===== src/logic/hfx_pkg.sv =====
// Constants shared by the host-side device-to-host frame transport block
package hfx_pkg;
    // ----------------------------------------------------------------
    // Frame type codes and lengths in doublewords
    // ----------------------------------------------------------------
    localparam logic [7:0] HFX_TYPE_REG_D2H = 8'h34;
    localparam logic [7:0] HFX_TYPE_SET_BITS = 8'ha1;
    localparam logic [7:0] HFX_TYPE_DMA_ACT = 8'h39;
    localparam logic [2:0] HFX_LEN_REG_D2H = 3'h5;
    localparam logic [2:0] HFX_LEN_SET_BITS = 3'h2;
    localparam logic [2:0] HFX_LEN_DMA_ACT = 3'h1;
    localparam logic [2:0] HFX_MAX_WORDS = 3'h5;
    localparam int HFX_WORDS = 5;

    // ----------------------------------------------------------------
    // Field positions inside the frame doublewords and the status byte
    // ----------------------------------------------------------------
    localparam int HFX_TYPE_LSB = 0;
    localparam int HFX_INT_BIT = 14;
    localparam int HFX_STATUS_LSB = 16;
    localparam int HFX_ERROR_LSB = 24;
    localparam int HFX_BYTE0_LSB = 0;
    localparam int HFX_BYTE1_LSB = 8;
    localparam int HFX_BYTE2_LSB = 16;
    localparam int HFX_BYTE3_LSB = 24;
    localparam int HFX_LOW_FIELD_LSB = 16;
    localparam int HFX_HIGH_FIELD_LSB = 20;
    localparam int HFX_BUSY_BIT = 7;
    localparam int HFX_DRQ_BIT = 3;
    localparam logic [7:0] HFX_SET_BITS_MASK = 8'h77;
    localparam logic [7:0] HFX_STATUS_RESET = 8'h00;

    // ----------------------------------------------------------------
    // Controller register map (byte addresses)
    // ----------------------------------------------------------------
    localparam logic [7:0] HFX_REG_STATUS = 8'h00;
    localparam logic [7:0] HFX_REG_ALT_STATUS = 8'h04;
    localparam logic [7:0] HFX_REG_ERROR = 8'h08;
    localparam logic [7:0] HFX_REG_ADDRESS = 8'h0c;
    localparam logic [7:0] HFX_REG_ADDRESS_EXP = 8'h10;
    localparam logic [7:0] HFX_REG_COUNT = 8'h14;
    localparam logic [7:0] HFX_REG_CONTROL = 8'h18;
    localparam logic [7:0] HFX_REG_FLAGS = 8'h1c;
    localparam logic [7:0] HFX_REG_REFUSED = 8'h20;
    localparam int HFX_CTL_ARM_BIT = 0;
    localparam int HFX_CTL_CLR_INT_BIT = 1;

    // ----------------------------------------------------------------
    // Frame collector states
    // ----------------------------------------------------------------
    typedef enum logic [1:0] {
        HFX_AS_IDLE = 2'b01,
        HFX_AS_FRAME = 2'b10
    } hfx_asm_state_t;
endpackage : hfx_pkg


===== src/logic/hfx_frame_collector.sv =====
// Collects the doublewords of one received frame into a small store
`timescale 1ns/1ns
`default_nettype none
module hfx_frame_collector
    import hfx_pkg::*;
(
    // Clock and reset
    input wire logic clk,
    input wire logic rst,
    // Frame stream from the link
    input wire logic rxValid,
    input wire logic rxSof,
    input wire logic rxEof,
    input wire logic [31:0] rxData,
    // Collected frame
    output logic frameDone,
    output logic [2:0] frameLen,
    output logic frameOver,
    output logic [31:0] frameWord [HFX_WORDS]
);
    hfx_asm_state_t state, next_state;
    logic [2:0] count, next_count;
    logic over, next_over;
    logic next_frameDone;
    logic [2:0] next_frameLen;
    logic next_frameOver;
    logic [31:0] next_frameWord [HFX_WORDS];

    always_comb begin
        next_state = state;
        next_count = count;
        next_over = over;
        next_frameDone = 1'b0;
        next_frameLen = frameLen;
        next_frameOver = frameOver;
        next_frameWord = frameWord;
        case (state)
            HFX_AS_IDLE: begin
                if (rxValid && rxSof) begin
                    next_frameWord[0] = rxData;
                    next_count = 3'h1;
                    next_over = 1'b0;
                    next_state = HFX_AS_FRAME;
                end
            end
            HFX_AS_FRAME: begin
                if (rxValid && rxSof) begin
                    next_frameWord[0] = rxData;
                    next_count = 3'h1;
                    next_over = 1'b0;
                end else if (rxValid) begin
                    if (count < HFX_MAX_WORDS) begin
                        next_frameWord[count] = rxData;
                        next_count = count + 3'h1;
                    end else begin
                        next_over = 1'b1;
                    end
                end
            end
            default: begin
                next_state = HFX_AS_IDLE;
            end
        endcase
        // A frame ends on its end marker, even a one-word frame
        if (rxValid && rxEof && (rxSof || state == HFX_AS_FRAME)) begin
            next_frameDone = 1'b1;
            next_frameLen = next_count;
            next_frameOver = next_over;
            next_state = HFX_AS_IDLE;
        end
    end

    always_ff @(posedge clk or posedge rst) begin
        if (rst) begin
            state <= HFX_AS_IDLE;
            count <= 3'h0;
            over <= 1'b0;
            frameDone <= 1'b0;
            frameLen <= 3'h0;
            frameOver <= 1'b0;
            for (int i = 0; i < HFX_WORDS; i++) begin
                frameWord[i] <= 32'h0;
            end
        end else begin
            state <= next_state;
            count <= next_count;
            over <= next_over;
            frameDone <= next_frameDone;
            frameLen <= next_frameLen;
            frameOver <= next_frameOver;
            frameWord <= next_frameWord;
        end
    end

    AST_OVER_MARKS_LONG: assert property (@(posedge clk) disable iff (rst)
        (frameDone && !frameOver) |-> (frameLen <= HFX_MAX_WORDS && frameLen != 3'h0))
        else $error("collected frame length out of range");
endmodule : hfx_frame_collector
`default_nettype wire


===== src/logic/hfx_dma_launcher.sv =====
// Turns device activations and software arming into host data frame requests
`timescale 1ns/1ns
`default_nettype none
module hfx_dma_launcher (
    // Clock and reset
    input wire logic clk,
    input wire logic rst,
    // Events
    input wire logic actEvent,
    input wire logic armWrite,
    input wire logic dataFisAck,
    // State
    output logic dataFisReq,
    output logic armed,
    output logic actPending
);
    logic launch;
    logic next_dataFisReq, next_armed, next_actPending;

    always_comb begin
        launch = (actPending || actEvent) && (armed || armWrite) && !dataFisReq;
        next_dataFisReq = (dataFisReq && !dataFisAck) || launch;
        next_armed = (armed || armWrite) && !launch;
        next_actPending = (actPending || actEvent) && !launch;
    end

    always_ff @(posedge clk or posedge rst) begin
        if (rst) begin
            dataFisReq <= 1'b0;
            armed <= 1'b0;
            actPending <= 1'b0;
        end else begin
            dataFisReq <= next_dataFisReq;
            armed <= next_armed;
            actPending <= next_actPending;
        end
    end

    AST_ARMED_ACT_SENDS: assert property (@(posedge clk) disable iff (rst)
        (actEvent && armed && !dataFisReq) |=> (dataFisReq && !armed))
        else $error("armed activation did not start a data frame");
    AST_LATE_ARM_SENDS: assert property (@(posedge clk) disable iff (rst)
        (actPending && !armed && armWrite && !dataFisReq) |=> (dataFisReq && !actPending))
        else $error("pending activation not served on arming");
    AST_DATA_NEEDS_ACT: assert property (@(posedge clk) disable iff (rst)
        $rose(dataFisReq) |-> ($past(actPending) || $past(actEvent)))
        else $error("data frame requested without activation");
endmodule : hfx_dma_launcher
`default_nettype wire


===== src/logic/hfx_host_transport.sv =====
// Host transport end for device-to-host register, set-bits and activate frames
`timescale 1ns/1ns
`default_nettype none
module hfx_host_transport
    import hfx_pkg::*;
(
    // Clock and reset
    input wire logic clk,
    input wire logic rst,
    // Frame stream from the link
    input wire logic rxValid,
    input wire logic rxSof,
    input wire logic rxEof,
    input wire logic [31:0] rxData,
    // End-of-frame handshake to the link
    output logic rxOk,
    output logic rxErr,
    // Host data frame request
    output logic dataFisReq,
    input wire logic dataFisAck,
    // Interrupt pending state
    output logic intPending,
    // Software register port
    input wire logic [7:0] regAddr,
    input wire logic [31:0] regWdata,
    input wire logic regWr,
    input wire logic regRd,
    output logic [31:0] regRdata
);
    // ----------------------------------------------------------------
    // Frame collection
    // ----------------------------------------------------------------
    logic frameDone;
    logic [2:0] frameLen;
    logic frameOver;
    logic [31:0] frameWord [HFX_WORDS];

    hfx_frame_collector u_collector (
        .clk(clk),
        .rst(rst),
        .rxValid(rxValid),
        .rxSof(rxSof),
        .rxEof(rxEof),
        .rxData(rxData),
        .frameDone(frameDone),
        .frameLen(frameLen),
        .frameOver(frameOver),
        .frameWord(frameWord)
    );

    // ----------------------------------------------------------------
    // Frame decoding
    // ----------------------------------------------------------------
    function automatic logic isFrame(input logic [31:0] w0, input logic [2:0] len, input logic over,
                                     input logic [7:0] code, input logic [2:0] want);
        isFrame = (w0[HFX_TYPE_LSB +: 8] == code) && (len == want) && !over;
    endfunction : isFrame

    function automatic logic [7:0] fieldByte(input logic [31:0] w, input int lsb);
        fieldByte = w[lsb +: 8];
    endfunction : fieldByte

    // Shadow copies are read by the decoder, so they are declared here
    logic [7:0] status, altStatus, shadowError, lbaLow, lbaMid, lbaHigh, device;
    logic isReg, isSetBits, isAct, frameGood, shadowIdle;
    logic regApply, setBitsApply, actEvent;
    logic [7:0] setBitsStatus;

    always_comb begin
        isReg = isFrame(frameWord[0], frameLen, frameOver, HFX_TYPE_REG_D2H, HFX_LEN_REG_D2H);
        isSetBits = isFrame(frameWord[0], frameLen, frameOver, HFX_TYPE_SET_BITS, HFX_LEN_SET_BITS);
        isAct = isFrame(frameWord[0], frameLen, frameOver, HFX_TYPE_DMA_ACT, HFX_LEN_DMA_ACT);
        frameGood = isReg || isSetBits || isAct;
        shadowIdle = !status[HFX_BUSY_BIT] && !status[HFX_DRQ_BIT];
        regApply = frameDone && isReg && !shadowIdle;
        setBitsApply = frameDone && isSetBits;
        actEvent = frameDone && isAct;
        // Status bits 6..4 and 2..0 come from the two fields; bits 7 and 3 kept
        setBitsStatus = {1'b0, frameWord[0][HFX_HIGH_FIELD_LSB +: 3], 1'b0,
                         frameWord[0][HFX_LOW_FIELD_LSB +: 3]};
    end

    // ----------------------------------------------------------------
    // Shadow command and control block
    // ----------------------------------------------------------------
    logic [7:0] lbaLowExp, lbaMidExp, lbaHighExp, secCount, secCountExp;
    logic [7:0] next_status, next_altStatus, next_shadowError, next_lbaLow, next_lbaMid;
    logic [7:0] next_lbaHigh, next_device, next_lbaLowExp, next_lbaMidExp, next_lbaHighExp;
    logic [7:0] next_secCount, next_secCountExp;
    logic swStatusWrite;

    always_comb begin
        swStatusWrite = regWr && (regAddr == HFX_REG_STATUS);
        next_status = status;
        next_altStatus = altStatus;
        next_shadowError = shadowError;
        next_lbaLow = lbaLow;
        next_lbaMid = lbaMid;
        next_lbaHigh = lbaHigh;
        next_device = device;
        next_lbaLowExp = lbaLowExp;
        next_lbaMidExp = lbaMidExp;
        next_lbaHighExp = lbaHighExp;
        next_secCount = secCount;
        next_secCountExp = secCountExp;
        if (regApply) begin
            next_status = fieldByte(frameWord[0], HFX_STATUS_LSB);
            next_altStatus = fieldByte(frameWord[0], HFX_STATUS_LSB);
            next_shadowError = fieldByte(frameWord[0], HFX_ERROR_LSB);
            next_lbaLow = fieldByte(frameWord[1], HFX_BYTE0_LSB);
            next_lbaMid = fieldByte(frameWord[1], HFX_BYTE1_LSB);
            next_lbaHigh = fieldByte(frameWord[1], HFX_BYTE2_LSB);
            next_device = fieldByte(frameWord[1], HFX_BYTE3_LSB);
            next_lbaLowExp = fieldByte(frameWord[2], HFX_BYTE0_LSB);
            next_lbaMidExp = fieldByte(frameWord[2], HFX_BYTE1_LSB);
            next_lbaHighExp = fieldByte(frameWord[2], HFX_BYTE2_LSB);
            next_secCount = fieldByte(frameWord[3], HFX_BYTE0_LSB);
            next_secCountExp = fieldByte(frameWord[3], HFX_BYTE1_LSB);
        end else if (setBitsApply) begin
            next_shadowError = fieldByte(frameWord[0], HFX_ERROR_LSB);
            next_status = (status & ~HFX_SET_BITS_MASK) | setBitsStatus;
            next_altStatus = next_status;
        end else if (swStatusWrite) begin
            // Command issue by software loads the written status byte into both copies
            next_status = regWdata[7:0];
            next_altStatus = regWdata[7:0];
        end
    end

    always_ff @(posedge clk or posedge rst) begin
        if (rst) begin
            status <= HFX_STATUS_RESET;
            altStatus <= HFX_STATUS_RESET;
            shadowError <= 8'h00;
            lbaLow <= 8'h00;
            lbaMid <= 8'h00;
            lbaHigh <= 8'h00;
            device <= 8'h00;
            lbaLowExp <= 8'h00;
            lbaMidExp <= 8'h00;
            lbaHighExp <= 8'h00;
            secCount <= 8'h00;
            secCountExp <= 8'h00;
        end else begin
            status <= next_status;
            altStatus <= next_altStatus;
            shadowError <= next_shadowError;
            lbaLow <= next_lbaLow;
            lbaMid <= next_lbaMid;
            lbaHigh <= next_lbaHigh;
            device <= next_device;
            lbaLowExp <= next_lbaLowExp;
            lbaMidExp <= next_lbaMidExp;
            lbaHighExp <= next_lbaHighExp;
            secCount <= next_secCount;
            secCountExp <= next_secCountExp;
        end
    end

    // ----------------------------------------------------------------
    // Handshake, interrupt pending and refused-frame count
    // ----------------------------------------------------------------
    logic intSet, intClear, armWrite;
    logic next_rxOk, next_rxErr, next_intPending;
    logic [7:0] refused, next_refused;

    always_comb begin
        intSet = (setBitsApply && frameWord[0][HFX_INT_BIT] && shadowIdle)
                 || (regApply && frameWord[0][HFX_INT_BIT]);
        intClear = regWr && (regAddr == HFX_REG_CONTROL) && regWdata[HFX_CTL_CLR_INT_BIT];
        armWrite = regWr && (regAddr == HFX_REG_CONTROL) && regWdata[HFX_CTL_ARM_BIT];
        next_intPending = (intPending && !intClear) || intSet;
        next_rxOk = frameDone && frameGood;
        next_rxErr = frameDone && !frameGood;
        next_refused = refused + {7'h0, next_rxErr};
    end

    always_ff @(posedge clk or posedge rst) begin
        if (rst) begin
            rxOk <= 1'b0;
            rxErr <= 1'b0;
            intPending <= 1'b0;
            refused <= 8'h00;
        end else begin
            rxOk <= next_rxOk;
            rxErr <= next_rxErr;
            intPending <= next_intPending;
            refused <= next_refused;
        end
    end

    // ----------------------------------------------------------------
    // Data frame launch
    // ----------------------------------------------------------------
    logic armed, actPending;

    hfx_dma_launcher u_launcher (
        .clk(clk),
        .rst(rst),
        .actEvent(actEvent),
        .armWrite(armWrite),
        .dataFisAck(dataFisAck),
        .dataFisReq(dataFisReq),
        .armed(armed),
        .actPending(actPending)
    );

    // ----------------------------------------------------------------
    // Register read port
    // ----------------------------------------------------------------
    logic [31:0] next_regRdata;

    always_comb begin
        next_regRdata = 32'h0;
        if (regRd) begin
            case (regAddr)
                HFX_REG_STATUS: next_regRdata = {24'h0, status};
                HFX_REG_ALT_STATUS: next_regRdata = {24'h0, altStatus};
                HFX_REG_ERROR: next_regRdata = {24'h0, shadowError};
                HFX_REG_ADDRESS: next_regRdata = {device, lbaHigh, lbaMid, lbaLow};
                HFX_REG_ADDRESS_EXP: next_regRdata = {8'h0, lbaHighExp, lbaMidExp, lbaLowExp};
                HFX_REG_COUNT: next_regRdata = {16'h0, secCountExp, secCount};
                HFX_REG_FLAGS: next_regRdata = {28'h0, dataFisReq, armed, actPending, intPending};
                HFX_REG_REFUSED: next_regRdata = {24'h0, refused};
                default: next_regRdata = 32'h0;
            endcase
        end
    end

    always_ff @(posedge clk or posedge rst) begin
        if (rst) begin
            regRdata <= 32'h0;
        end else begin
            regRdata <= next_regRdata;
        end
    end

    // ----------------------------------------------------------------
    // Checks
    // ----------------------------------------------------------------
    AST_ALT_FOLLOWS_STATUS: assert property (@(posedge clk) disable iff (rst)
        regApply |=> (altStatus == status && status == $past(frameWord[0][23:16])))
        else $error("register frame status not in both status copies");
    AST_REG_COPIES_FIELDS: assert property (@(posedge clk) disable iff (rst)
        regApply |=> (shadowError == $past(frameWord[0][31:24]) && secCount == $past(frameWord[3][7:0])
                      && device == $past(frameWord[1][31:24])))
        else $error("register frame fields not copied");
    AST_IDLE_DROPS_REG: assert property (@(posedge clk) disable iff (rst)
        (frameDone && isReg && shadowIdle) |=> ($stable(shadowError) && $stable(lbaLow) && $stable(status)))
        else $error("register frame applied while not busy");
    AST_SET_BITS_KEEPS: assert property (@(posedge clk) disable iff (rst)
        setBitsApply |=> (status[7] == $past(status[7]) && status[3] == $past(status[3])))
        else $error("set-bits frame changed busy or request");
    AST_SET_BITS_LOADS: assert property (@(posedge clk) disable iff (rst)
        setBitsApply |=> (status[6:4] == $past(frameWord[0][22:20]) && status[2:0] == $past(frameWord[0][18:16])))
        else $error("set-bits status fields not loaded");
    AST_SET_BITS_INT: assert property (@(posedge clk) disable iff (rst)
        (setBitsApply && frameWord[0][HFX_INT_BIT] && shadowIdle) |=> intPending)
        else $error("set-bits interrupt not raised");
    AST_BAD_FRAME_ERR: assert property (@(posedge clk) disable iff (rst)
        (frameDone && !frameGood) |=> (rxErr && !rxOk) ##1 (!rxErr || $past(frameDone && !frameGood)))
        else $error("unknown frame not answered with error");
    AST_REFUSED_COUNTS: assert property (@(posedge clk) disable iff (rst)
        (frameDone && !frameGood) |=> (refused == $past(refused) + 8'h01))
        else $error("refused frame not counted");
    AST_REFUSED_KEEPS: assert property (@(posedge clk) disable iff (rst)
        (frameDone && !frameGood) |=> ($stable(shadowError) && $stable(lbaLow) && $stable(secCount) && $stable(device)))
        else $error("refused frame changed shadow registers");
    AST_ACT_KEEPS_SHADOW: assert property (@(posedge clk) disable iff (rst)
        actEvent |=> (rxOk && $stable(shadowError) && $stable(lbaLow) && $stable(secCount)))
        else $error("activate frame not accepted cleanly");
    AST_SET_BITS_ALT: assert property (@(posedge clk) disable iff (rst)
        setBitsApply |=> (altStatus == status))
        else $error("alternate status lost set-bits update");
    AST_SET_BITS_OK: assert property (@(posedge clk) disable iff (rst)
        (frameDone && isSetBits) |=> (rxOk && !rxErr))
        else $error("valid set-bits frame not acknowledged");
    AST_GOOD_FRAME_OK: assert property (@(posedge clk) disable iff (rst)
        (frameDone && frameWord[0][7:0] == HFX_TYPE_REG_D2H && frameLen == HFX_LEN_REG_D2H && !frameOver)
        |=> (rxOk && !rxErr))
        else $error("valid register frame not acknowledged");
endmodule : hfx_host_transport
`default_nettype wire


===== config.mk =====
export PLATFORM = sky130hd
export DESIGN_NAME = hfx_host_transport
export DESIGN_NICKNAME = d
export VERILOG_FILES = /design/src/logic/hfx_pkg.sv /design/src/logic/hfx_frame_collector.sv /design/src/logic/hfx_dma_launcher.sv /design/src/logic/hfx_host_transport.sv
export SDC_FILE = /design/constraint.sdc
export NUM_CORES = 1
export LEC_CHECK = 0
export BUFFER_PORTS_ARGS = -buffer_cell sky130_fd_sc_hd__buf_2
export CORE_MARGIN = 2
export CORE_UTILIZATION = 50
export CTS_CLUSTER_DIAMETER = 40
export CTS_CLUSTER_SIZE = 28
export DETAILED_ROUTE_END_ITERATION = 12
export GPL_TIMING_DRIVEN = 0
export HOLD_SLACK_MARGIN = 0.1
export PLACE_DENSITY = 0.72
export SLEW_MARGIN = 20
export SYNTH_ARGS = -nofsm -noshare
export SYNTH_HDL_FRONTEND = slang
export SYNTH_SLANG_ARGS = --single-unit
export TNS_END_PERCENT = 20

===== constraint.sdc =====
create_clock -name clk -period 17.69 [get_ports clk]
set_input_delay 1.769 -clock clk [delete_from_list [all_inputs] [get_ports clk]]
set_output_delay 1.769 -clock clk [all_outputs]
set_load 0.1 [all_outputs]

==> run metrics <==
largest fanout on the critical path 10; FF+latch count, synth 242; I/O pins about 120; Nets between 900 and 1,000; Synth Area in Adders 0.6191%; largest net degree at the start of global routing 98; Clock Latency Late Sink approximately 0.55 ns; CTS Buffer Depth 3; fin crit share 21.07%; Synth Flop Type dfrtp_1; Seq/Total Area, Yosys between 50% and 60%; H-tree levels 1; final max-slew violation count 0; CTS buffer count 31; Post-Synth XOR/XNOR Area 0.5201%; Top reg by flops u_collector.frameWord; Post-synth EDFFs 0; via count 6,319; GP Congestion 0.8694; root buffer cell clkbuf_16; initial DRC count 393; overall die height 146.2 µm; final hold vios 0; top cells by area, synth dfrtp_1 60%, mux2_2 21%, a22oi_1 1.1%; DPL Wire Length 15,180 µm; Clk pin slew, worst setup/hold paths 0.06 ns; P_leak 5.872 nW; antenna violations before repair 0; Post-Syn Nets 808; Yosys cell types 59; Hold WS 0.4739 ns; WL final 21,690 µm; r2r startpoint u_collector.state[0]$_DFFE_PP1P_; largest registers u_collector.frameWord x97, regRdata x32; Cell Pwr Density 123.9 mW/mm²; leading area contributor after synthesis dfrtp_1; DR WL/cell between 15 and 20 µm; grt ovf 0; synth warn 0; number of flip-flops in the largest register 97; area of the core ~0.02 mm²; type of the worst setup path primary input to flop; Crit. End Element flop; Die X ~150 µm; vias in the first global route 6,355; Mapped Area 0.01010 mm²; min cycle time layout 3.727 ns; pre-CTS setup slack approximately 13 ns; wire length of the first global-routing pass 35,050 µm; Sum Neg Setup Slack 0 ns; Resized Gates After CTS 0; Tightest Hold Check Type flop to flop; Arr. time, crit path 4.18 ns; RSZ-0062 raised after global routing no; setup bufs post-CTS 0; ANT nets after route 0; largest family of logic cells by synthesized area multiplexers; share of layout cells above drive strength 1 40.92%; hold path start refused[7]$_DFF_PP0_; drt pass-1 iters 5; final core utilization 60.01%; simple-gate share of the synthesized area ~7.6%; post-synth top area share 59.68%; Starting Density 50.42%; Post-CTS Hold Buffers 0; post-synthesis mux area share between 20% and 30%; ant diodes 0; max-cap violations 0; CTS tree yes; Area growth, synth to finish 19.01%; Total GRT Usage about a fifth; Post-Layout Cell Count 1,140; Post-route DRC 0; Worst Skew 0.01351 ns; crit start category primary input; routed vias/inst 5.543; data required time of the worst path about 18 ns; Compound-Gate Fraction of Synth Area under 10%; fmax 0.2683 GHz; asr flop ratio synth 100.0%; Critical path origin regAddr[4]; worst-margin pin slew 0.8754 ns; Placed Cells ~1,100; final setup fails 0; Sink Count about 240; FP Rows 52; Setup WS post-layout 13.96 ns; slew margin rel. between 40% and 50%; port bufs 88; syn_area_per_cell 13.98 µm²; VDD IR max 0.05818 mV; Post-Synthesis Cells around 720; outcome completed; Die Area 0.02136 mm²
final timing paths:
kind                            cells past startpoint                                     end  slack [ns]
worst max register to register                      8  u_collector.frameWord[148]$_DFFE_PP0P_       14.85
worst min register to register                      1                    refused[7]$_DFF_PP0_        0.47
worst max-delay path                                8                  regRdata[14]$_DFF_PP0_       13.96
min in group asynchronous                           2                  regRdata[22]$_DFF_PP0_        1.26
worst min-delay path                                1                    refused[7]$_DFF_PP0_        0.47
max in group asynchronous                           4                altStatus[1]$_DFFE_PP0P_       15.25
Yosys cell counts, types with 5 or more instances:
master    instances
buf_6             7
nor2b_1          14
and3_1           13
nand2b_1          5
a21oi_1          15
a31oi_1           6
o31ai_1           7
nand3b_1          7
nand2_1          19
buf_1             5
mux2_1            6
mux2i_1          10
o21ai_0          14
a22oi_1          15
nor2_1           20
dfrtp_1         241
a32o_1            7
ha_1              5
inv_1            11
clkbuf_1         22
or2_2             5
mux2_2          187
nand3_1          11
metrics by stage:
step / total power [mW] / area, µm²
global placement: 0.8559 / 10880
detailed placement: 0.8633 / 10950
finish: 1.490 / 12030
CTS: 1.504 / 12030
global route: 1.558 / 12030
floorplan: 0.8061 / 10100
per-layer routing:
metal	wire, µm	up-vias	part of all wire (%)	GRT usage, %
met4	468	0	2.2	5.097
met2	10310	197	48	33.80
li1	-	2894	-	-
met5	0	-	0	0
met3	1262	36	5.8	2.813
met1	9652	3192	44	29.76
power breakdown:
group	internal [mW]	switching, mW
sequential	0.622	0.0465
clock	0.390	0.248
combinational	0.0974	0.0865
total	1.11	0.381
critical path, stage by stage:
cell	delay, ns
buf_2	0.11
clkbuf_1	0.18
nor4_1	0.61
and3_1	0.32
clkbuf_1	0.30
clkbuf_1	0.57
nand2_1	0.11
a21oi_1	0.21
cells by family (layout without fill, tap and decap cells):
logic type,Yosys count,count (layout)
AO/OA/AOI/OAI,90,90
flip-flops,242,242
multiplexers,203,203
AND/OR/NAND/NOR,127,127
buffers and inverters,50,197
XOR/XNOR,6,6
adder cells (fa/ha/maj),5,5
cell usage in the layout (no fill, tap or decap), drive strengths merged, types with 4 or more instances in the layout:
cell and n:
dfrtp 241, a32oi 4, buf 107, inv 18, and3 13, or3 4
nand3 11, o21ai 14, nand3b 7, clkbuf 60, o31ai 7, a31oi 6
mux2i 10, clkinv 7, nor4bb 4, nand2 19, nor2 20, nor2b 14
a21oi 15, nor4 4, xnor2 4, or2 5, ha 5, a22oi 15
a32o 7, mux2 193, nand2b 5
layout make-up:
| class | count | area (µm²) |
|---|---|---|
| plain buffers | 39 | 207.7 |
| multi-input cells | 431 | 3799 |
| clock inverters | 19 | 237.7 |
| inverters | 11 | 48.80 |
| clock buffers | 38 | 842.1 |
| fillers | 1607 | 8014 |
| well taps | 270 | 337.8 |
| flip-flops and latches | 242 | 6057 |
| repair buffers | 90 | 495.5 |
(Power assumes the default switching activity.)
